`src/include/clock_gate_cfg.svh`:
```
/*
  Constants of the glitch-free clock output gate: widths, pin bit positions and
  reset values. Assumes inclusion by its bare name from package and modules.
*/
`ifndef CLOCK_GATE_CFG_SVH
`define CLOCK_GATE_CFG_SVH

// ------------------------------------------------------------------
// Widths
// ------------------------------------------------------------------
`define OUT_PAIR_COUNT     9
`define PIN_SYNC_WIDTH     6

// ------------------------------------------------------------------
// Pin synchroniser bit positions
// ------------------------------------------------------------------
`define PIN_FIRST_POS      0
`define PIN_FIRST_NEG      1
`define PIN_SECOND_POS     2
`define PIN_SECOND_NEG     3
`define PIN_GATE_CTRL      4
`define PIN_SOURCE_SEL     5

// ------------------------------------------------------------------
// Reset values
// ------------------------------------------------------------------
`define PIN_SYNC_RESET     6'h00
`define TRUE_OUT_RESET     9'h000
`define COMP_OUT_RESET     9'h1ff
`define GATE_STAGE_RESET   1'h0
`define PAIR_LEVEL_RESET   1'h0

`endif

```
`src/include/clock_gate_pkg.sv`:
```
/*
  Types of the glitch-free clock output gate. Assumes clock_gate_cfg.svh
  on the include path.
*/
`include "clock_gate_cfg.svh"

package clock_gate_pkg;

  // One differential pin pair as seen at the pads
  typedef struct packed {
    logic pos;
    logic neg;
  } diff_pair_type;

  // Gating chain: two rising stages, a retimed copy, the falling stage
  typedef struct packed {
    logic first;
    logic second;
    logic settled;
    logic enable;
  } gate_chain_type;

endpackage

```
`src/hdl/clock_output_gate.sv`:
```
/*
  Glitch-free output gate of a 1:9 differential clock fanout. Both input
  clock pairs, the gate control and the source select arrive as pins and are
  oversampled on sys_clk, which must run well above the input clocks.
*/
`timescale 1ns/1ps
`include "clock_gate_cfg.svh"

module clock_output_gate (
  input  wire logic                          sys_clk,
  input  wire logic                          sys_rst,
  input  wire clock_gate_pkg::diff_pair_type first_clock_input_pair,
  input  wire clock_gate_pkg::diff_pair_type second_clock_input_pair,
  input  wire logic                          output_gate_ctrl,
  input  wire logic                          source_select,
  output logic      [`OUT_PAIR_COUNT-1:0]    true_output_pairs,
  output logic      [`OUT_PAIR_COUNT-1:0]    complement_output_pairs
);

  logic [`PIN_SYNC_WIDTH-1:0]      levels;
  logic                            first_level;
  logic                            second_level;
  logic                            selected_level;
  logic                            selected_prev;
  logic                            rise_event;
  logic                            fall_event;
  clock_gate_pkg::gate_chain_type  chain;

  // One level copied onto every output pair; shared by the output register
  // and the checks so both agree on the fan-out width
  function automatic logic [`OUT_PAIR_COUNT-1:0] fan_out(input logic lvl);
    fan_out = {`OUT_PAIR_COUNT{lvl}};
  endfunction

  // ------------------------------------------------------------------
  // Pin capture
  // ------------------------------------------------------------------
  pin_sync3 pin_sync (
    .sys_clk (sys_clk),
    .sys_rst (sys_rst),
    .pins    ({source_select, output_gate_ctrl,
               second_clock_input_pair.neg, second_clock_input_pair.pos,
               first_clock_input_pair.neg, first_clock_input_pair.pos}),
    .levels  (levels)
  );

  // ------------------------------------------------------------------
  // Differential receivers and source mux
  // ------------------------------------------------------------------
  // A pair whose legs agree (floating or mid-transition) keeps its old level
  always_ff @(posedge sys_clk) begin
    if (sys_rst) begin
      first_level  <= `PAIR_LEVEL_RESET;
      second_level <= `PAIR_LEVEL_RESET;
    end else begin
      if (levels[`PIN_FIRST_POS] != levels[`PIN_FIRST_NEG]) begin
        first_level <= levels[`PIN_FIRST_POS];
      end
      if (levels[`PIN_SECOND_POS] != levels[`PIN_SECOND_NEG]) begin
        second_level <= levels[`PIN_SECOND_POS];
      end
    end
  end

  // Mux is plain combinational; switching source mid-cycle is not deglitched
  assign selected_level = levels[`PIN_SOURCE_SEL] ? second_level : first_level;

  // Edge events of the selected input clock
  always_ff @(posedge sys_clk) begin
    if (sys_rst) begin
      selected_prev <= `PAIR_LEVEL_RESET;
    end else begin
      selected_prev <= selected_level;
    end
  end

  assign rise_event = selected_level & ~selected_prev;
  assign fall_event = ~selected_level & selected_prev;

  // ------------------------------------------------------------------
  // Gating chain
  // ------------------------------------------------------------------
  // Rising stages sample the control; the retimed copy makes the falling
  // stage see a level one full cycle old, giving the 2.5-cycle latency
  always_ff @(posedge sys_clk) begin
    if (sys_rst) begin
      chain.first   <= `GATE_STAGE_RESET;
      chain.second  <= `GATE_STAGE_RESET;
      chain.settled <= `GATE_STAGE_RESET;
    end else if (rise_event) begin
      chain.first   <= levels[`PIN_GATE_CTRL];
      chain.second  <= chain.first;
      chain.settled <= chain.second;
    end
  end

  // Falling stage: the enable moves only while the clock is low
  always_ff @(posedge sys_clk) begin
    if (sys_rst) begin
      chain.enable <= `GATE_STAGE_RESET;
    end else if (fall_event) begin
      chain.enable <= chain.settled;
    end
  end

  // ------------------------------------------------------------------
  // Output pairs
  // ------------------------------------------------------------------
  // Enable only flips with the clock low, so a gated edge is never cut short
  always_ff @(posedge sys_clk) begin
    if (sys_rst) begin
      true_output_pairs       <= `TRUE_OUT_RESET;
      complement_output_pairs <= `COMP_OUT_RESET;
    end else if (chain.enable) begin
      true_output_pairs       <= fan_out(selected_level);
      complement_output_pairs <= fan_out(~selected_level);
    end else begin
      true_output_pairs       <= `TRUE_OUT_RESET;
      complement_output_pairs <= `COMP_OUT_RESET;
    end
  end
endmodule

```
`src/hdl/pin_sync3.sv`:
```
/*
  Three-flop pin synchroniser with agreement filter for a fixed-width group
  of pins. Assumes pins are asynchronous to sys_clk.
*/
`timescale 1ns/1ps
`include "clock_gate_cfg.svh"

module pin_sync3 (
  input  wire logic                         sys_clk,
  input  wire logic                         sys_rst,
  input  wire logic [`PIN_SYNC_WIDTH-1:0]   pins,
  output logic      [`PIN_SYNC_WIDTH-1:0]   levels
);

  logic [`PIN_SYNC_WIDTH-1:0] meta;
  logic [`PIN_SYNC_WIDTH-1:0] stage2;
  logic [`PIN_SYNC_WIDTH-1:0] stage3;

  // ------------------------------------------------------------------
  // Synchroniser chain
  // ------------------------------------------------------------------
  // First flop is read only by the second one
  always_ff @(posedge sys_clk) begin
    if (sys_rst) begin
      meta   <= `PIN_SYNC_RESET;
      stage2 <= `PIN_SYNC_RESET;
      stage3 <= `PIN_SYNC_RESET;
    end else begin
      meta   <= pins;
      stage2 <= meta;
      stage3 <= stage2;
    end
  end

  // Accept a bit only once stages two and three agree, rejecting a
  // settling flop that resolved late
  always_ff @(posedge sys_clk) begin
    if (sys_rst) begin
      levels <= `PIN_SYNC_RESET;
    end else begin
      levels <= (levels & (stage2 ^ stage3)) | (stage3 & ~(stage2 ^ stage3));
    end
  end

endmodule

```
`config.mk`:
```
export PLATFORM = sky130hd
export DESIGN_NAME = clock_output_gate
export DESIGN_NICKNAME = d
export VERILOG_FILES = /design/src/include/clock_gate_pkg.sv /design/src/hdl/clock_output_gate.sv /design/src/hdl/pin_sync3.sv
export VERILOG_INCLUDE_DIRS = /design/src /design/src/include
export SDC_FILE = /design/constraint.sdc
export NUM_CORES = 1
export LEC_CHECK = 0
export BUFFER_PORTS_ARGS = -buffer_cell sky130_fd_sc_hd__buf_2
export CAP_MARGIN = 20
export CORE_MARGIN = 3
export CORE_UTILIZATION = 50
export DETAILED_ROUTE_END_ITERATION = 8
export GPL_TIMING_DRIVEN = 0
export PLACE_DENSITY_LB_ADDON = 0.25
export RECOVER_POWER = 50
export SETUP_SLACK_MARGIN = 0.1
export SYNTH_ARGS = -nofsm -noshare
export SYNTH_HDL_FRONTEND = slang
export SYNTH_SLANG_ARGS = --single-unit
export TNS_END_PERCENT = 30
```
`constraint.sdc`:
```
create_clock -name sys_clk -period 2 [get_ports sys_clk]
set_clock_uncertainty 0.2 [all_clocks]
set_input_delay 0.2 -clock sys_clk [delete_from_list [all_inputs] [get_ports sys_clk]]
set_output_delay 0.2 -clock sys_clk [all_outputs]
set_load 0.005 [all_outputs]
```
==> metrics <==
CTS Buf Count 5; CTS tree done; Antenna diodes 0; IO buf count 25; fin nets 158; compound-cell area share of the yosys netlist 7.03%; Adder-Cell Fraction of Synth Area 0%; XOR/XNOR Fraction of Synth Area 0%; largest family of logic cells by synthesized area simple AND/OR/NAND/NOR gates; Worst R2R Setup Slack 0.58 ns; Final min period 1.46 ns; clk slew on worst S/H paths 0.10 ns; Final period util 72.8%; Met2 Wirelength 845 um; sequential fraction of the synthesis area 58.0%; hold slack final 0.0745 ns; die area 2890 um2; CP bufs+invs 2; status complete, no violations; CP cell instances buf_4 -> buf_2; crit-path max FO 9; met3 wire len 147 um; vias in the first global route 723; Clock Path Buffers 2; Routed Antenna Nets 0; fillcell total 167; DRT Pass-1 Iters 3; setup_tns 0 ns; CTS H-tree lvls 2; Critical Path Sink Type primary output; root buf cell clkbuf_4; critical path depth 2; I/O Pins 26; share of layout cells above drive strength 1 32.5%; die height 53.7 um; clk sinks 33; Register-to-Register Path Depth 4; FMAX 0.687 GHz; startpoint types flip-flop; GPL Wtd Cong 0.717; Post-Syn Area 1140 um2; required time worst endpoint 1.60 ns; final WL 1.73 mm; slew of the pin with the lowest slew margin 0.467 ns; Final Hold Viols 0; Initial Util 55.2%; final core area utilization 69.2%; first-pass GRT wire length 2.77 mm; largest net degree at the start of global routing 11; All-Layer GR Usage 13.6%; Max Used Layer met4; synthesized flop and latch total 33; Post-Layout Cell Count 178; Synth cell types 14; CP max-delay cell dfxtp_1; Final setup viols 0; 1st-iter DRT viols 2; routed vias/inst 4.35; Worst setup endpoint true_output_pairs[3]; CP arrival 1.06 ns; Clock Latency Late Sink 0.32 ns; chip width 53.7 um; hold crit path type primary input to flip-flop; mux contribution to synthesized area 4.40%; yosys warns 0; CP top delay family flip-flops; peak supply drop 0.589 mV; post-DP HPWL 1.22 mm; CP Launch Point true_output_pairs[0]; routed vias 774; max cap viols 0; number of gates resized after cts 0; critical path class flip-flop to primary output; placed cells 164; leakage 0.000624 uW; slew margin rel. 68.8%; Total Power 1120 uW; crit-path max cell delay 0.48 ns; synthesized area per cell 10.2 um2; Simple-Gate Fraction of Synth Area 17.4%; Max Slew Vio Count 0; capture point of the worst reg-to-reg path chain[2]; Cells after Synth 112; RSZ-0062 raised after global routing no; drc violations 0; initial antenna violation count 0; P&R area growth vs syn 25.3%; met1 wire length 724 um; P per Cell Area 787 nW/um2; DR WL/cell 9.70 um; GRT overflow 0; syn_nets 120; core area 2060 um2; Std-Cell Rows 16
worst min path at each step:
stage / startpoint / to / cells past startpoint
2_1_floorplan: first_clock_input_pair[1] / pin_sync.meta[0] / 1
6_report: sys_rst / chain[1] / 3
3_3_place_gp: chain[0] / complement_output_pairs[0] / 1
3_5_place_dp: chain[0] / complement_output_pairs[0] / 1
5_1_grt: sys_rst / chain[0] / 3
4_1_cts: sys_rst / chain[1] / 3
cell families (layout without fill, tap and decap cells):
family                 Yosys count  count (layout)
AND/OR/NAND/NOR                 36              36
flip-flops                      33              33
multiplexers                     5               5
buffers and inverters           22              61
AO/OA/AOI/OAI                   16              16
cell usage in the layout, fill, tap and decap left out, types with 4 or more instances in the layout:
| cell type | n |
|---|---|
| nor2b_1 | 18 |
| nand2b_1 | 5 |
| nand2_1 | 10 |
| clkbuf_1 | 4 |
| a21oi_1 | 8 |
| buf_2 | 24 |
| dfxtp_1 | 33 |
| mux2i_1 | 5 |
| o21ai_0 | 8 |
| buf_4 | 16 |
| clkbuf_4 | 5 |
| dlygate4sd3_1 | 6 |
layer usage:
layer  vias up  global-route usage [%]
met5         -                       0
met4         0                    3.83
met3         2                    4.16
met2        26                    28.0
met1       329                    12.2
li1        417                       -
repair_timing:
action | CTS | global route
hold buffers | 6 | 0
hold endpoints to repair | 6 | 0
endpoints found under the setup margin | 0 | 0
setup buffers | 0 | 0
layout make-up:
type / instances / area (um2) / share of cell area, %
Multi-Input combinational cell: 57 / 328 / 23.0
Inverter: 2 / 7.51 / 0.526
Clock buffer: 7 / 65.1 / 4.56
Sequential cell: 33 / 661 / 46.3
Timing Repair Buffer: 31 / 184 / 12.9
Clock inverter: 1 / 5.00 / 0.351
Buffer: 20 / 143 / 10.0
Tap cell: 27 / 33.8 / 2.37
tightest hold or removal path, cell delays in order:
cell and delay (ns):
clkbuf_1 0.14, nand2b_1 0.15, mux2i_1 0.07
stage by stage:
stage	area [um2]	worst slack, ns
finish	1430	0.545
global route	1430	0.438
CTS	1430	0.513
detailed placement	1300	0.592
global placement	1300	0.630
floorplan	1140	0.774
Yosys cell counts:
cell	number	share of area (%)
nor2b_1	18	9.9
buf_6	1	0.99
dfxtp_1	33	58
nand2_1	10	3.3
o21ai_0	8	3.5
clkbuf_1	3	0.99
nand2b_1	5	2.7
inv_1	2	0.66
buf_4	16	11
nor2_1	1	0.33
or2_1	1	0.55
a21oi_1	8	3.5
mux2i_1	5	4.4
and2_1	1	0.55
power by group:
group | total, uW | internal (uW) | switching, uW
combinational | 39.4 | 23.1 | 16.3
sequential | 677 | 672 | 5.62
clock | 406 | 204 | 202
Note: power is estimated with default switching activity, not from simulation.
